$ cat src/design/qbm_pkg.sv
// Purpose: Shared constants and carriers for the quadword bus master engine
// Assumes: One clock at 25 MHz
// Notes: Bus field encodings are plain defaults
package qbm_pkg;
  localparam int CLK_PERIOD_NS = 40;
  localparam int LATCH_HOLD_NS = 200;
  localparam int LATCH_HOLD_CYC = (LATCH_HOLD_NS + CLK_PERIOD_NS - 1) / CLK_PERIOD_NS;
  localparam int TIMEOUT_NS = 102400;
  localparam int TIMEOUT_CYC = TIMEOUT_NS / CLK_PERIOD_NS;
  localparam int CMD_MSB = 31;
  localparam int CMD_LSB = 28;
  localparam int ADDR_MSB = 27;
  localparam int CNT_MSB = 8;
  localparam int CNT_LSB = 1;
  localparam logic [7:0] MASK_RESET = 8'hFF;
  // Tag codes
  localparam logic [2:0] TAG_READ_DATA = 3'h0;
  localparam logic [2:0] TAG_CMD_ADDR = 3'h3;
  localparam logic [2:0] TAG_WRITE_DATA = 3'h5;
  // Confirmation codes
  localparam logic [1:0] CNF_NONE = 2'h0;
  localparam logic [1:0] CNF_ACK = 2'h1;
  localparam logic [1:0] CNF_BUSY = 2'h2;
  localparam logic [1:0] CNF_ERR = 2'h3;
  // Commands with bit 0 high are reads
  localparam int CMD_READ_BIT = 28;
  // Avalon offsets
  localparam logic [3:0] OFS_CMD_ADDR = 4'h0;
  localparam logic [3:0] OFS_TX_FILE = 4'h4;
  localparam logic [3:0] OFS_BYTE_MASK = 4'h8;
  localparam logic [3:0] OFS_CONTROL = 4'hC;

  typedef struct packed {
    logic [31:0] data;
    logic [2:0] tag;
    logic [4:0] id;
    logic [3:0] mask;
    logic valid;
  } qbm_busword_t;

  typedef struct packed {
    logic [31:0] data;
    logic [2:0] tag;
    logic [4:0] id;
    logic parityOk;
    logic valid;
  } qbm_rxword_t;
endpackage

$ cat src/design/qbm_engine.sv
// Purpose: Quadword bus master engine: extended write and read transfers
// Assumes: Avalon-MM slave, bus inputs synchronous to clk
// Notes: Retries until ack, error or timeout
// Overview of operation
// - Command in top four bits, address below
// - Hold datapath word in latch 200 ns
// - Address bits 8:1 count after each transfer
// - Command load resets file pointer; writes advance
// - Byte mask strobe stores two four-bit masks
// - Unloaded mask defaults to all ones
// - Set A go raises go; busy too unless B is active
// - Win only if no higher request pending
// - Drive command/address, tag and priority ID
// - Write sends two longwords with own masks
// - No response or busy retries transfer
// - Retry beyond timeout sets timeout error
// - Error confirmation aborts and sets error
// - Timeout counter starts at command tag
// - Write ack clears go, raises done
// - Read ack sets expect longword flop
// - Accept data on ID, tag, parity match
// - First longword moves pointer, clears expect
// - Second longword clears go, raises done
// - Missing read data times out with error
// - Read pointer is busy B and select
//
// The Avalon-MM register port and the address map were chosen for this implementation.
`timescale 1ns/10ps
`default_nettype none
module qbm_engine #(
  parameter int TIMEOUT_CYCLES = qbm_pkg::TIMEOUT_CYC
) (
  input wire logic clk, // Clock
  input wire logic rst, // Sync reset
  input wire logic [3:0] address, // Avalon byte address
  input wire logic read, // Avalon read
  input wire logic write, // Avalon write
  input wire logic [31:0] writedata, // Avalon write data
  output logic [31:0] readdata, // Avalon read data
  output logic waitrequest, // Avalon wait
  input wire logic [3:0] priority_level_code, // Jumpers
  input wire logic [15:0] arbIn, // Arbitration field in
  output logic [15:0] arbOut, // Our request line
  output qbm_pkg::qbm_busword_t busOut, // Transmitted word
  input wire logic [1:0] confirmation_in, // Confirmation
  input wire qbm_pkg::qbm_rxword_t busIn, // Received word
  output logic [31:0] rxWord0, // Receive file A word 1
  output logic [31:0] rxWord1, // Receive file A word 2
  output logic section_a_done, // A done pulse
  output logic section_b_done // B done pulse
);
  typedef enum {ST_IDLE, ST_ARB, ST_CA, ST_WD1, ST_WD2, ST_CNF, ST_RDWAIT} qbm_state_t;
  qbm_state_t state_ff;
  logic [31:0] latched_internal_bus_word_ff;
  logic [3:0] latchCnt_ff;
  logic [3:0] cmd_ff;
  logic [27:0] addr_ff;
  logic [7:0] addrCnt_ff;
  logic [1:0] file_write_pointer_ff;
  logic [31:0] txFile_ff [4];
  logic [7:0] byteMask_ff;
  logic maskLoaded_ff;
  logic goA_ff, goB_ff, activeB_ff;
  logic transmit_word_select_ff;
  logic [31:0] toCnt_ff;
  logic toRun_ff;
  logic cmd_addr_timeout_error_ff, cmd_addr_error_flag_ff, read_data_timeout_ff;
  logic expect_longword_flop_ff, expect_quadword_flop_ff;
  logic first_longword_received_ff;
  logic pendingLoad_ff;
  logic [1:0] pendingKind_ff;
  logic [31:0] nxt_readdata;
  logic section_a_busy, section_b_busy, goActive, confirm_timeout_expired;
  logic id_match, rxGood, receive_file_write_enable, isRead, higherPending;
  logic [1:0] txPtr;

  function automatic logic isHigher(input logic [15:0] req, input logic [3:0] lvl);
    logic hit;
    hit = 1'b0;
    for (int i = 0; i < 16; i++) begin
      if (req[i] && (i < int'(lvl))) begin
        hit = 1'b1;
      end
    end
    return hit;
  endfunction

  assign section_a_busy = goA_ff && !activeB_ff;
  assign section_b_busy = activeB_ff;
  assign goActive = activeB_ff ? goB_ff : goA_ff;
  assign txPtr = {section_b_busy, transmit_word_select_ff};
  assign confirm_timeout_expired = toRun_ff && (toCnt_ff >= TIMEOUT_CYCLES - 1);
  assign id_match = busIn.id == {1'b0, priority_level_code};
  assign rxGood = busIn.valid && id_match && busIn.tag == qbm_pkg::TAG_READ_DATA
    && busIn.parityOk;
  assign receive_file_write_enable = expect_longword_flop_ff || expect_quadword_flop_ff;
  assign isRead = cmd_ff[qbm_pkg::CMD_READ_BIT - qbm_pkg::CMD_LSB];
  assign higherPending = isHigher(arbIn, priority_level_code);

  ////////////////////////////////////////////////////////////////////////
  // Avalon slave: writes wait while the latch holds the word
  always_ff @(posedge clk) begin
    if (rst) begin
      waitrequest <= 1'b1;
      pendingLoad_ff <= 1'b0;
      pendingKind_ff <= 2'h0;
      latched_internal_bus_word_ff <= 32'h0;
      latchCnt_ff <= 4'h0;
    end else if (pendingLoad_ff) begin
      if (latchCnt_ff == 4'(qbm_pkg::LATCH_HOLD_CYC - 1)) begin
        pendingLoad_ff <= 1'b0;
        waitrequest <= 1'b0;
      end
      latchCnt_ff <= latchCnt_ff + 4'h1;
    end else if (!waitrequest) begin
      waitrequest <= 1'b1;
    end else if (write) begin
      latched_internal_bus_word_ff <= writedata;
      pendingLoad_ff <= 1'b1;
      pendingKind_ff <= address[3:2];
      latchCnt_ff <= 4'h0;
    end else if (read) begin
      waitrequest <= 1'b0;
    end
  end

  wire loadStrobe = pendingLoad_ff && latchCnt_ff == 4'(qbm_pkg::LATCH_HOLD_CYC - 1);
  wire load_cmd_addr_strobe = loadStrobe && pendingKind_ff == qbm_pkg::OFS_CMD_ADDR[3:2];
  wire load_transmit_file_strobe = loadStrobe && pendingKind_ff == qbm_pkg::OFS_TX_FILE[3:2];
  wire load_byte_mask_strobe = loadStrobe && pendingKind_ff == qbm_pkg::OFS_BYTE_MASK[3:2];
  wire controlStrobe = loadStrobe && pendingKind_ff == qbm_pkg::OFS_CONTROL[3:2];
  wire setAGo = controlStrobe && latched_internal_bus_word_ff[0];
  wire setBGo = controlStrobe && latched_internal_bus_word_ff[1];
  wire clrErr = controlStrobe && latched_internal_bus_word_ff[2];

  always_comb begin
    nxt_readdata = 32'h0;
    case (address[3:2])
      2'h0: nxt_readdata = {cmd_ff, addr_ff[27:9], addrCnt_ff, addr_ff[0]};
      2'h1: nxt_readdata = rxWord0;
      2'h2: nxt_readdata = {24'h0, byteMask_ff};
      default: nxt_readdata = {25'h0, read_data_timeout_ff, cmd_addr_error_flag_ff,
        cmd_addr_timeout_error_ff, section_b_busy, section_a_busy, goB_ff, goA_ff};
    endcase
  end

  always_ff @(posedge clk) begin
    if (rst) begin
      readdata <= 32'h0;
    end else if (read && waitrequest && !pendingLoad_ff) begin
      readdata <= nxt_readdata;
    end
  end

  ////////////////////////////////////////////////////////////////////////
  // Command/address register and counter
  always_ff @(posedge clk) begin
    if (rst) begin
      cmd_ff <= 4'h0;
      addr_ff <= 28'h0;
      addrCnt_ff <= 8'h0;
    end else if (load_cmd_addr_strobe) begin
      cmd_ff <= latched_internal_bus_word_ff[qbm_pkg::CMD_MSB:qbm_pkg::CMD_LSB];
      addr_ff <= latched_internal_bus_word_ff[qbm_pkg::ADDR_MSB:0];
      addrCnt_ff <= latched_internal_bus_word_ff[qbm_pkg::CNT_MSB:qbm_pkg::CNT_LSB];
    end else if (state_ff == ST_CNF && confirmation_in == qbm_pkg::CNF_ACK && !isRead) begin
      addrCnt_ff <= addrCnt_ff + 8'h1;
    end else if (state_ff == ST_RDWAIT && rxGood && expect_quadword_flop_ff
        && !expect_longword_flop_ff) begin
      addrCnt_ff <= addrCnt_ff + 8'h1;
    end
  end

  ////////////////////////////////////////////////////////////////////////
  // Transmit file and byte mask
  always_ff @(posedge clk) begin
    if (rst) begin
      file_write_pointer_ff <= 2'h0;
      for (int i = 0; i < 4; i++) begin
        txFile_ff[i] <= 32'h0;
      end
    end else if (load_cmd_addr_strobe) begin
      file_write_pointer_ff <= 2'h0;
    end else if (load_transmit_file_strobe) begin
      txFile_ff[file_write_pointer_ff] <= latched_internal_bus_word_ff;
      file_write_pointer_ff <= file_write_pointer_ff + 2'h1;
    end
  end

  always_ff @(posedge clk) begin
    if (rst) begin
      byteMask_ff <= qbm_pkg::MASK_RESET;
      maskLoaded_ff <= 1'b0;
    end else if (load_byte_mask_strobe) begin
      byteMask_ff <= latched_internal_bus_word_ff[7:0];
      maskLoaded_ff <= 1'b1;
    end else if (state_ff == ST_CNF && confirmation_in == qbm_pkg::CNF_ACK) begin
      byteMask_ff <= qbm_pkg::MASK_RESET;
      maskLoaded_ff <= 1'b0;
    end
  end

  ////////////////////////////////////////////////////////////////////////
  // Go and busy flops per section
  wire finishOk = (state_ff == ST_CNF && confirmation_in == qbm_pkg::CNF_ACK && !isRead)
    || (state_ff == ST_RDWAIT && rxGood && expect_quadword_flop_ff && !expect_longword_flop_ff);
  wire abort = (state_ff == ST_CNF && (confirmation_in == qbm_pkg::CNF_ERR
    || confirm_timeout_expired)) || (state_ff == ST_RDWAIT && confirm_timeout_expired);
  wire goClear = finishOk || abort;

  always_ff @(posedge clk) begin
    if (rst) begin
      goA_ff <= 1'b0;
      goB_ff <= 1'b0;
      activeB_ff <= 1'b0;
      section_a_done <= 1'b0;
      section_b_done <= 1'b0;
    end else begin
      section_a_done <= goClear && !activeB_ff;
      section_b_done <= goClear && activeB_ff;
      if (goClear && !activeB_ff) begin
        goA_ff <= 1'b0;
        activeB_ff <= goB_ff || setBGo;
      end else if (setAGo) begin
        goA_ff <= 1'b1;
      end
      if (goClear && activeB_ff) begin
        goB_ff <= 1'b0;
        activeB_ff <= 1'b0;
      end else if (setBGo) begin
        goB_ff <= 1'b1;
        if (!goA_ff && !setAGo) begin
          activeB_ff <= 1'b1;
        end
      end
    end
  end

  ////////////////////////////////////////////////////////////////////////
  // Transfer sequencer
  always_ff @(posedge clk) begin
    if (rst) begin
      state_ff <= ST_IDLE;
      transmit_word_select_ff <= 1'b0;
      arbOut <= 16'h0;
      busOut <= '0;
    end else begin
      busOut <= '0;
      arbOut <= 16'h0;
      case (state_ff)
        ST_IDLE: begin
          transmit_word_select_ff <= 1'b0;
          if (goActive) begin
            state_ff <= ST_ARB;
          end
        end
        ST_ARB: begin
          arbOut <= 16'(1) << priority_level_code;
          if (!higherPending) begin
            state_ff <= ST_CA;
          end
        end
        ST_CA: begin
          busOut.data <= {cmd_ff, addr_ff[27:9], addrCnt_ff, addr_ff[0]};
          busOut.tag <= qbm_pkg::TAG_CMD_ADDR;
          busOut.id <= {1'b0, priority_level_code};
          busOut.mask <= 4'hF;
          busOut.valid <= 1'b1;
          state_ff <= isRead ? ST_CNF : ST_WD1;
        end
        ST_WD1: begin
          busOut.data <= txFile_ff[txPtr];
          busOut.tag <= qbm_pkg::TAG_WRITE_DATA;
          busOut.id <= {1'b0, priority_level_code};
          busOut.mask <= byteMask_ff[3:0];
          busOut.valid <= 1'b1;
          transmit_word_select_ff <= 1'b1;
          state_ff <= ST_WD2;
        end
        ST_WD2: begin
          busOut.data <= txFile_ff[txPtr];
          busOut.tag <= qbm_pkg::TAG_WRITE_DATA;
          busOut.id <= {1'b0, priority_level_code};
          busOut.mask <= byteMask_ff[7:4];
          busOut.valid <= 1'b1;
          state_ff <= ST_CNF;
        end
        ST_CNF: begin
          transmit_word_select_ff <= 1'b0;
          if (confirmation_in == qbm_pkg::CNF_ERR || confirm_timeout_expired) begin
            state_ff <= ST_IDLE;
          end else if (confirmation_in == qbm_pkg::CNF_ACK) begin
            state_ff <= isRead ? ST_RDWAIT : ST_IDLE;
          end else begin
            state_ff <= ST_ARB;
          end
        end
        ST_RDWAIT: begin
          if (goClear) begin
            state_ff <= ST_IDLE;
          end
        end
        default: state_ff <= ST_IDLE;
      endcase
    end
  end

  ////////////////////////////////////////////////////////////////////////
  // Timeout counter, started by the command/address tag
  always_ff @(posedge clk) begin
    if (rst) begin
      toCnt_ff <= 32'h0;
      toRun_ff <= 1'b0;
    end else if (goClear || state_ff == ST_IDLE) begin
      toRun_ff <= 1'b0;
      toCnt_ff <= 32'h0;
    end else if (state_ff == ST_CA && !toRun_ff) begin
      toRun_ff <= 1'b1;
      toCnt_ff <= 32'h0;
    end else if (state_ff == ST_CNF && confirmation_in == qbm_pkg::CNF_ACK) begin
      toCnt_ff <= 32'h0;
    end else if (toRun_ff) begin
      toCnt_ff <= toCnt_ff + 32'h1;
    end
  end

  ////////////////////////////////////////////////////////////////////////
  // Error flags: set wins over clear
  always_ff @(posedge clk) begin
    if (rst) begin
      cmd_addr_timeout_error_ff <= 1'b0;
      cmd_addr_error_flag_ff <= 1'b0;
      read_data_timeout_ff <= 1'b0;
    end else begin
      if (state_ff == ST_CNF && confirmation_in != qbm_pkg::CNF_ACK
          && confirmation_in != qbm_pkg::CNF_ERR && confirm_timeout_expired) begin
        cmd_addr_timeout_error_ff <= 1'b1;
      end else if (clrErr) begin
        cmd_addr_timeout_error_ff <= 1'b0;
      end
      if (state_ff == ST_CNF && confirmation_in == qbm_pkg::CNF_ERR) begin
        cmd_addr_error_flag_ff <= 1'b1;
      end else if (clrErr) begin
        cmd_addr_error_flag_ff <= 1'b0;
      end
      if (state_ff == ST_RDWAIT && confirm_timeout_expired && !finishOk) begin
        read_data_timeout_ff <= 1'b1;
      end else if (clrErr) begin
        read_data_timeout_ff <= 1'b0;
      end
    end
  end

  ////////////////////////////////////////////////////////////////////////
  // Receive read data
  always_ff @(posedge clk) begin
    if (rst) begin
      expect_longword_flop_ff <= 1'b0;
      expect_quadword_flop_ff <= 1'b0;
      first_longword_received_ff <= 1'b0;
      rxWord0 <= 32'h0;
      rxWord1 <= 32'h0;
    end else if (state_ff == ST_CNF && confirmation_in == qbm_pkg::CNF_ACK && isRead) begin
      expect_longword_flop_ff <= 1'b1;
      expect_quadword_flop_ff <= 1'b1;
      first_longword_received_ff <= 1'b0;
    end else if (state_ff == ST_RDWAIT && rxGood && receive_file_write_enable) begin
      if (!first_longword_received_ff) begin
        rxWord0 <= busIn.data;
        first_longword_received_ff <= 1'b1;
        expect_longword_flop_ff <= 1'b0;
      end else begin
        rxWord1 <= busIn.data;
        expect_quadword_flop_ff <= 1'b0;
      end
    end else if (abort) begin
      expect_longword_flop_ff <= 1'b0;
      expect_quadword_flop_ff <= 1'b0;
    end
  end
endmodule // qbm_engine
`default_nettype wire

$ cat config.mk
export PLATFORM = sky130hd
export DESIGN_NAME = qbm_engine
export DESIGN_NICKNAME = d
export VERILOG_FILES = /design/src/design/qbm_pkg.sv /design/src/design/qbm_engine.sv
export SDC_FILE = /design/constraint.sdc
export NUM_CORES = 1
export LEC_CHECK = 0
export ABC_AREA = 1
export BUFFER_PORTS_ARGS = -buffer_cell sky130_fd_sc_hd__buf_2
export CAP_MARGIN = 20
export CORE_MARGIN = 2
export CORE_UTILIZATION = 39
export CTS_BUF_LIST = sky130_fd_sc_hd__clkbuf_4 sky130_fd_sc_hd__clkbuf_8 sky130_fd_sc_hd__clkbuf_16
export DETAILED_ROUTE_END_ITERATION = 8
export PLACE_DENSITY_LB_ADDON = 0.12
export REMOVE_ABC_BUFFERS = 1
export SLEW_MARGIN = 15
export SYNTH_ARGS = -nofsm -noshare
export SYNTH_HDL_FRONTEND = slang
export SYNTH_SLANG_ARGS = --single-unit
$ cat constraint.sdc
create_clock -name clk -period 4.6 [get_ports clk]
set_clock_uncertainty 0.05 [all_clocks]
set_input_delay 0.92 -clock clk [delete_from_list [all_inputs] [get_ports clk]]
set_output_delay 0.92 -clock clk [all_outputs]
set_load 0.01 [all_outputs]
==> results.txt, run 1 <==
The flow ran to the end, and the final reports show no timing, DRC or antenna violations. The first-iteration detailed-routing DRC count was 815; the later-pin clock latency in the skew report was 0.59 ns. The required time of the worst setup path is 4.76 ns.

Setup repair after global routing left no endpoint under its margin. The tools report the number of placed I/O pins as 264. The initial core utilization is 39.7%, and the number of global-route vias before repair is 13482. The tools report the overall die area as 44400 um^2. Global routing consumed, over all layers together, 21.3% of the routing resources. Row generation in the floorplan step produced 75 rows.

The count of buffers added on input and output ports is 259. The most used flip-flop cell after synthesis is dfxtp_1. STA classifies the critical path startpoint as a register. The logs give 3 for the initial antenna violation count and 47700 um for the routed wire length. The number of enable-type register cells in the synthesized netlist was 128; the count of max-cap constraint violations was 0. The hold violation total from the final report came out at 0. The HPWL after detailed placement is 30000 um, and the area growth from synthesis to layout is 19.5%. Across the VDD grid, the largest voltage drop is 0.281 mV.

The mapped netlist covers 16700 um^2. Entering global routing, the biggest net connects 74 pins. The fraction of final layout cells sized beyond drive strength 1 works out to 19.6%. For the number of remaining DRC errors, the log shows 0. TritonCTS built the clock tree.

For this design the static power due to leakage is 8.19 nW. Root buffer selected by CTS: clkbuf_16. The Yosys step of the flow raised 0 warnings. For this run, asynchronously set or reset flops after synthesis account for 0%. The run gives 42000 um^2 as the area of the core region. Launch point of the critical path: latchCnt_ff[0]. Once detail routing completed, the nets flagged for antenna violations numbered 0. At the end of routability-driven placement, the weighted congestion stood at 0.887.

The clock passes through at most 3 buffers. Power spread over the standard cell area amounts to 422 nW/um^2. The mean number of vias per cell came out at 5.11. The logs give 49 for the number of unique standard cell types used by synthesis and 0 for the number of antenna diodes. The post-synthesis sequential element count is 413, and the multi-input gate area in the final layout is 6000 um^2. The worst setup path is captured at a register. The horizontal die dimension works out to 211 um.

The tools report the hold buffer count at CTS as 0. Static timing analysis puts the maximum clock frequency at 289 MHz. The clock-pin slew on the worst setup and hold paths came out at 0.06 ns. The mean post-synth cell area came out at 8.72 um^2. Dividing the detail-routed wire length by the instance count gives 17.6 um. The peak fanout along the critical path is 32. In this run the worst hold path is classified as register to register. The cell depth of the worst flop-to-flop path came out at 9.

The floorplan step set the die height to 211 um. At the end of the flow the core is filled with cells to 47.4%. The total overflow left after global routing is 0.

The final count of negative-setup-slack endpoints is 0, and the relative max-transition margin is 30.6%. Destination of the worst register-to-register timing path: txFile_ff[0][22]. At the pin with the least slew margin, the transition time is 1.04 ns. The critical path is of the register to register type. The worst path needs 3.46 ns of the cycle, external delays included. The run gives 413 as the clock sink total. The tools report the count of final max-slew check failures as 0. The endpoint of the most critical setup path is txFile_ff[0][22]. The number of nets in the final layout came out at 2243. The first detailed-routing pass ran for 5 iterations. The worst endpoint data arrival time was 3.62 ns; the post-route clock period utilization was 75.2%. In this run the post-CTS setup repair buffer count came out at 0. Across the whole layout, storage elements account for 9550 um^2. Buffers inserted during clock tree synthesis total 47. The filler cells instantiated in the layout total 4145. The share of the Yosys chip area taken by registers is 57.3%. The run gives 1912 as the post-synthesis instance total. The H-tree was split into 2 levels. Gates resized during post-CTS repair numbered 0. The routed layout has 13847 vias. Beginning of the worst register-to-register path: latchCnt_ff[0].

After routing, the total negative slack on setup checks comes to 0 ns. The logs give 1.14 ns for the internal reg-to-reg setup slack and 74100 um for the global-route wire length before repair.
-- power breakdown --
group | leakage, nW | switching, mW | total, mW | internal (mW)
sequential | 3.63 | 0.0638 | 3.94 | 3.87
clock | 0.795 | 1.50 | 3.79 | 2.30
combinational | 3.76 | 0.469 | 0.669 | 0.200
-- synthesized netlist by cell type (15+ instances only) --
cell type	number	area (um^2)
a21oi_1	151	756
a31oi_1	29	181
clkbuf_1	69	259
dfxtp_1	285	5710
edfxtp_1	128	3840
inv_1	168	631
nand2_1	236	886
nand3_1	36	180
nand4_1	15	93.8
nor2_1	314	1180
nor2_2	23	144
nor3_1	23	115
o21ai_0	191	956
o21ai_1	56	280
o22ai_1	40	250
xor2_1	23	201
-- cell type report --
class	count	share of cell area [%]
clock buffers	71	7.11
clock inverters	16	0.854
flip-flops and latches	413	47.9
repair buffers	277	7.18
multi-input cells	1216	30.1
well taps	539	3.38
inverters	180	3.42
-- how the worst min path moves through the flow --
stage | from | to | slack, ns | cells past startpoint
global placement | latchCnt_ff[3] | latchCnt_ff[3] | 0.40 | 1
CTS | cmd_addr_error_flag_ff | cmd_addr_error_flag_ff | 0.42 | 2
floorplan | latchCnt_ff[3] | latchCnt_ff[3] | 0.38 | 1
global route | addr_ff[24] | addr_ff[24] | 0.45 | 2
detailed placement | cmd_addr_error_flag_ff | cmd_addr_error_flag_ff | 0.41 | 2
finish | cmd_addr_error_flag_ff | cmd_addr_error_flag_ff | 0.42 | 2
-- sequential cells by signal (all words and copies together), names as in the netlist, 2 cells and up --
signal,cells
rxWord1,32
pendingKind_ff,2
toCnt_ff,32
file_write_pointer_ff,2
byteMask_ff,8
latchCnt_ff,4
arbOut,16
rxWord0,32
addrCnt_ff,8
cmd_ff,4
busOut,43
readdata,32
addr_ff,20
txFile_ff,128
latched_internal_bus_word_ff,32
state_ff,3
-- layout by cell type (no fill, tap or decap), types with 5 or more instances in the layout --
cell type  count
dfxtp_1      283
buf_2        259
nor2_1       312
clkbuf_16     48
nand4_1       15
clkinv_2       5
inv_1        167
xor2_1        23
a21oi_1      151
clkbuf_8       7
o21ai_0      190
o22ai_1       40
edfxtp_1     128
nand2_1      231
a22o_1        13
buf_4         18
nand3_1       36
clkbuf_4      16
a31oi_1       29
nor4_1         5
nor2_2        23
o211ai_1       7
o21ai_1       56
clkinv_1       5
nand2_2       10
inv_2         11
xnor2_1       13
nor3_1        23
-- critical path, stage by stage, from the launching register on --
cell and delay (ns):
dfxtp_1 0.33, inv_1 0.08, ha_1 0.16, nand4_2 0.22, nor3_2 0.33, inv_2 0.11
nor2_2 0.68, nand2_1 0.10, buf_4 0.26, nand2_2 0.73
-- kinds of logic (layout without fill, tap and decap cells) --
group / Yosys count / in the layout / synth area share, %
simple gates: 674 / 674 / 17.2
compound gates: 499 / 499 / 16.1
flops: 413 / 413 / 57.3
buf+inv: 283 / 544 / 7.03
xor+xnor: 37 / 37 / 1.99
fa+ha+maj: 4 / 4 / 0.300
other cells: 1 / 1 / 0.0225
mux: 1 / 1 / 0.0600
-- stage by stage --
step | power [mW] | instances | cell area, um^2 | setup slack, ns | hold slack, ns
2_1_floorplan | 4.38 | 1809 | 16200 | -1.31 | 0.383
3_3_place_gp | 4.68 | 2625 | 18300 | 1.15 | 0.401
3_5_place_dp | 4.69 | 2625 | 18300 | 1.06 | 0.409
4_1_cts | 8.49 | 2712 | 19900 | 1.06 | 0.417
5_1_grt | 8.73 | 2712 | 19900 | 0.843 | 0.446
6_report | 8.40 | 2712 | 19900 | 1.14 | 0.417
-- per-layer routing --
metal | up-vias | share of wire [%] | track usage (%)
met5 | - | 0.054 | 0
met4 | 4 | 2.3 | 6.70
met3 | 68 | 5.8 | 3.81
met2 | 363 | 46 | 35.5
met1 | 6560 | 46 | 28.3
li1 | 6852 | - | -
Note: power is estimated with default switching activity, not from simulation.
==> run 2: changes to the inputs <==
==> constraint.sdc (replaced) <==
create_clock -name clk -period 2.9 [get_ports clk]
set_clock_uncertainty 0.05 [all_clocks]
set_input_delay 0.58 -clock clk [delete_from_list [all_inputs] [get_ports clk]]
set_output_delay 0.58 -clock clk [all_outputs]
set_load 0.01 [all_outputs]
==> results.txt, run 2 (synthesis results as in run 1) <==
The run gives 4112 as the number of fill cells. Across the run, the number of max-cap violations was 0. For this block, the routed nets add up to 47800 um of wire.

The most frequent standard cell in the layout excluding fill and tap cells is nor2_1. The run gives 0 as the count of final max-slew check failures. Across the VDD grid, the largest voltage drop is 0.419 mV. Wire segments on met2 add up to 21700 um in the final route.

Dividing total power by cell area gives a power density of 657 nW/um^2. txFile_ff holds more flip-flops than any other register. TritonCTS built the clock tree.

The tools report the post-cts resize count as 0. Along the worst path, the maximum fanout reaches 23. The die outline height was 211 um. For the pin with the worst max-slew slack, the measured transition is 0.829 ns. Traced cell by cell, the critical path runs through inv_1 > ha_1 > nand4_2 > nor3_2 > inv_2 > nor2_1 > nand2_1 > nand2_2 > buf_4.

STA classifies the critical path endpoint as a register. The area growth from synthesis to layout is 20.8%. The hold buffer count at CTS was 0; the count of buffers from port buffering was 259.

The clock sink total is 413. Of the available clock period, the critical path in the final layout requires 85.2%. The floorplan has 75 rows. The number of remaining DRC errors is 0. In the layout the commonest cells are 312 x nor2_1, 283 x dfxtp_1, 259 x buf_2. The routed layout has 13893 vias. The mean number of vias per cell is 5.09.

In this run, the number of DRC markers left after iteration 0 of detailed routing was 943. The worst setup path is of the register to register kind. The number of buffers between clock root and the deepest sink was 3. Cell at the slowest stage of the critical path: nor3_2.

Routed signal wires occupy layers up through met5. Flip-flop count of the largest register after layout: 128. The run finished with clean final reports.

The final hold slack is 0.186 ns, and the number of buffers added by the clock tree synthesis step is 46. After detailed routing, the average wire length per cell comes to 17.5 um. The total overflow left after global routing is 0.

For this design the top-level I/O count stands at 264. Relative max-transition margin: 44.5%. Routability-driven placement finished with a final weighted congestion of 0.867. In this run the horizontal extent of the chip is 211 um. The placement-stage cell area is 18600 um^2. Cells with a size suffix above 1 make up 20.2% of the layout.

Post-route cell area: 20100 um^2. The first global-routing pass estimated 75600 um of wire. Clock-pin slew was measured on the worst setup and hold paths at 0.06 ns. The type of the most critical hold path is input pin to register. The worst endpoint data arrival time came out at 2.64 ns.

In the final timing run, aggregate negative setup slack is 0 ns. The run gives 0.57 ns as the later-pin clock latency in the skew report. For this run, the slowest stage of the critical path takes 0.41 ns. The shortest period the worst path allows was 2.47 ns; the final count of negative-setup-slack endpoints was 0. In the final routing, the length of wire on met1 measures 22200 um. For the overall die area, the log shows 44400 um^2. The cell sitting at the root of the clock tree is a clkbuf_16. The tools report the number of global-route vias before repair as 13861.

The maximum clock frequency is 405 MHz. Global routing used 21.7% of the available tracks across all layers. The detailed-router iteration count before antenna repair came out at 5. At the worst endpoint, the required time is 3.06 ns.

Setup repair after global routing left no endpoint under its margin. STA classifies the critical path startpoint as a register. The met3 routed wirelength came out at 2730 um. The analysis attributes to cell leakage a power of 8.31 nW. The hold violation total from the final report came out at 0. The run gives 13.2 mW as the post-layout total power. The largest registers in the layout are txFile_ff: 128 flops, busOut: 43 flops. The area of the core region is 42000 um^2. Once the floorplan was initialized, standard cells occupied 39.7% of the core.

Total setup buffers inserted after CTS: 0. The tools report the HPWL after detailed placement as 31700 um. The run gives 2 as the initial antenna violation count. In this run the number of H-tree levels came out at 2. The tools report the largest net degree at the start of global routing as 87.

The tools report the number of antenna-violating nets in the routed design as 0. In the final design database the tool counted 2263 nets.
-- run 2: final timing paths --
kind	cells past startpoint	to	slack, ns	from
worst max-delay path	9	txFile_ff[3][11]	0.43	latchCnt_ff[0]
worst min-delay path	3	latched_internal_bus_word_ff[24]	0.19	writedata[24]
worst max register to register	9	txFile_ff[3][11]	0.43	latchCnt_ff[0]
worst min register to register	2	cmd_ff[3]	0.41	cmd_ff[3]
-- run 2: per-stage QoR --
step | worst slack (ns) | cells | utilization, %
after CTS | 0.403 | 2731 | 47.9
after detailed placement | 0.394 | 2646 | 44.2
after floorplan | -2.67 | 1809 | -
final | 0.428 | 2732 | 47.9
after global routing | 0.195 | 2732 | 47.9
after global placement | 0.412 | 2646 | 44.2
-- run 2: routing by layer --
metal | global-route usage [%] | vias up
met1 | 29.2 | 6528
met5 | 0 | -
li1 | - | 6891
met4 | 7.24 | 2
met3 | 3.78 | 74
met2 | 35.3 | 398
-- run 2: critical path: cells and delay by family (launching register included) --
kind          cells  cell delay, ns
simple gates      5            0.97
buf+inv           3            0.58
flops             1            0.33
fa+ha+maj         1            0.17
-- run 2: final cells by class --
cell class,instances,area (um^2),share of cell area [%]
repair buffers,298,1690,8.39
inverters,180,681,3.38
well taps,539,674,3.35
flip-flops and latches,413,9550,47.4
clock inverters,16,136,0.677
clock buffers,69,1410,7.00
multi-input cells,1216,6000,29.8
diodes,1,2.50,0.0124
-- run 2: power breakdown --
group	internal, mW	leakage, nW	switching (mW)
registers	6.14	3.63	0.0984
logic	0.343	3.90	0.757
clock network	3.54	0.781	2.35
==> run 3: changes to the inputs <==
--- a/config.mk
+++ b/config.mk
@@ -13,6 +13,7 @@
 export CTS_BUF_LIST = sky130_fd_sc_hd__clkbuf_4 sky130_fd_sc_hd__clkbuf_8 sky130_fd_sc_hd__clkbuf_16
 export DETAILED_ROUTE_END_ITERATION = 8
 export PLACE_DENSITY_LB_ADDON = 0.12
+export RECOVER_POWER = 100
 export REMOVE_ABC_BUFFERS = 1
 export SLEW_MARGIN = 15
 export SYNTH_ARGS = -nofsm -noshare
==> constraint.sdc (replaced) <==
create_clock -name clk -period 3.2 [get_ports clk]
set_clock_uncertainty 0.05 [all_clocks]
set_input_delay 0.64 -clock clk [delete_from_list [all_inputs] [get_ports clk]]
set_output_delay 0.64 -clock clk [all_outputs]
set_load 0.01 [all_outputs]
==> results.txt, run 3 (synthesis results as in run 1) <==
On the final layout, the worst hold slack is 0.241 ns. The worst endpoint data arrival time is 3.27 ns. For flop-to-flop paths, the worst setup slack is 0.34 ns. The tools report the number of global-route vias before repair as 13358.

Once the clock tree was built, the resizer swapped 0 gates to a different size. In this run the count of I/O pins placed on the die edge is 264. The peak fanout along the critical path works out to 15. The logs give 0 for the hold violation total from the final report and 0.57 ns for the later-pin clock latency in the skew report.

The row count was 75. The critical path ends at busOut[3]. The routed length per instance works out to 17.6 um. The destination of the worst register-to-register timing path is busOut[3]. Leaving out fill and tap cells, the most frequent cells in the layout are 334 x nor2_1, 284 x dfxtp_1, 242 x o21ai_0. The net count of the finished layout is 2256.

In this run the standard cell core region covers 42000 um^2. TritonCTS built the clock tree. The count of max-cap constraint violations is 0, and the global placement routability congestion is 0.862. The tools report the number of buffers between clock root and the deepest sink as 3. Counting cells, the worst reg-to-reg path comes to 9.

For this block, the via count after detailed routing is 13975. Dividing the final minimum period by the clock period gives 89.3%. Beginning of the worst register-to-register path: state_ff[2]. The global-route wire length before repair is 73900 um. Setup repair after global routing left no endpoint under its margin. Based on the critical path, the design can be clocked at up to 350 MHz.

The largest registers in the layout are txFile_ff: 128 flops, busOut: 43 flops. The final layout contains routed wiring with a total length of 47900 um. The actual transition at the worst max-transition pin was 1.42 ns. The startpoint identified for the worst hold timing path is writedata[8]. The HPWL after detailed placement is 31000 um, and the clock-pin slew on the worst setup and hold paths is 0.06 ns. In this run the tightest slew margin relative to its limit is 5.49%.

The sort of element at the end of the critical path was a register. The run gives 21.2% as the overall track demand over capacity in global routing. The root buffer selected by CTS was clkbuf_16. The logs give 39.7% for the initial core utilization and 12.4 mW for the post-layout total power. The largest individual stage delay along the critical path comes from the cell clkbuf_1. Count of buffers from port buffering: 259. The type of the most critical hold path was input pin to register. Maximum ir drop on the vdd rail: 0.435 mV. The worst path needs 2.86 ns of the cycle, external delays included.

Of the cells placed in the final design, the portion with a size suffix greater than 1 is 10.9%. The horizontal die dimension came out at 211 um. In this run, post-CTS hold repair placed 0 buffers. TritonCTS created 46 clock buffers. The count of final max-slew check failures is 0. For the minimum setup slack in the final design, the log shows 0.343 ns. The die outline height came out at 211 um. Traced cell by cell, the critical path runs through inv_1 > nand2_1 > nor2_1 > inv_1 > nor2_1 > clkbuf_1 > nor2_1 > buf_4 > a21oi_1. For this run the aggregate overflow at the end of global routing stands at 0. The run gives 1 as the initial antenna violation count. Dividing the detail-routed via count by the number of cells gives 5.13. Prior to clock tree synthesis, the placed netlist has a worst setup slack of 0.607 ns. The flow ran to the end, and the final reports show no timing, DRC or antenna violations. For the worst setup path, the data required time is 3.61 ns.

CTS built an H-tree with a depth of 2. After clock tree synthesis, the setup repair step added 0 buffers. The overall die area was 44400 um^2; the cell area power density was 626 nW/um^2. The first TritonRoute pass finished after 5 iterations. The repair_antennas step left the layout with diodes totalling 0. The detailed router finished its first iteration with 1111 violations. The number of antenna-violating nets in the routed design is 0, and the clock sink total is 413.

The critical path starts at state_ff[2]. The total negative slack for setup checks is 0 ns. The final count of negative-setup-slack endpoints is 0. The flip-flop count of the largest register after layout was 128.

Entering global routing, the biggest net connects 66 pins. The library cell used most frequently in the layout, excluding fill and tap cells, is nor2_1. The worst setup path is launched from a register.

The worst setup path is of the register to register kind. Compared with the post-synthesis result, the final layout area differs by 19.0%. Ranked by flip-flop count, first place goes to txFile_ff.

By instance count, the cell type seen most on the critical path is nor2_1. The delay of the slowest cell on the worst path was 0.89 ns. Number of remaining DRC errors: 0. In this run the static leakage power is 7.59 nW.
## run 3: report_power, final
part           total (mW)  switching [mW]  internal [mW]  leakage, nW
Sequential           5.65          0.0888           5.56         3.63
Clock                5.81            2.14           3.67        0.842
Combinational       0.958           0.679          0.278         3.12
Total                12.4            2.90           9.52         7.59
## run 3: worst min path at each step
stage | endpoint | slack [ns] | depth (start not counted)
after CTS | latched_internal_bus_word_ff[8] | 0.21 | 3
after global placement | cmd_addr_error_flag_ff | 0.40 | 2
final | latched_internal_bus_word_ff[8] | 0.24 | 3
after floorplan | latchCnt_ff[3] | 0.38 | 1
after detailed placement | latchCnt_ff[3] | 0.40 | 1
after global routing | latched_internal_bus_word_ff[30] | 0.25 | 3
## run 3: area by class of cell
class	instances	area (um^2)
Fill cell	4269	22200
Sequential cell	413	9550
Multi-Input combinational cell	1216	5870
Timing Repair Buffer	291	1390
Clock buffer	65	1350
Inverter	180	681
Tap cell	539	674
Clock inverter	19	322
## run 3: worst max-delay path, delay by kind of cell, from the launching register on
family | cells | cell delay, ns
and+or+nand+nor | 4 | 0.70
buffers and inverters | 4 | 1.39
DFF | 1 | 0.34
AOI/OAI and AO/OA | 1 | 0.25
## run 3: metal layers
metal | track usage, % | share of wire, % | vias up
li1 | - | - | 6864
met1 | 28.4 | 46 | 6679
met2 | 35.1 | 46 | 363
met3 | 3.88 | 5.8 | 67
met4 | 6.41 | 2.0 | 2
met5 | 0 | 0.033 | -
## run 3: stage by stage
stage | utilization [%] | cells | area (um^2)
after floorplan | - | 1809 | 16200
after global placement | 44.1 | 2639 | 18500
after detailed placement | 44.1 | 2639 | 18500
after CTS | 48.1 | 2723 | 20200
after global routing | 47.2 | 2723 | 19800
final | 47.2 | 2723 | 19800
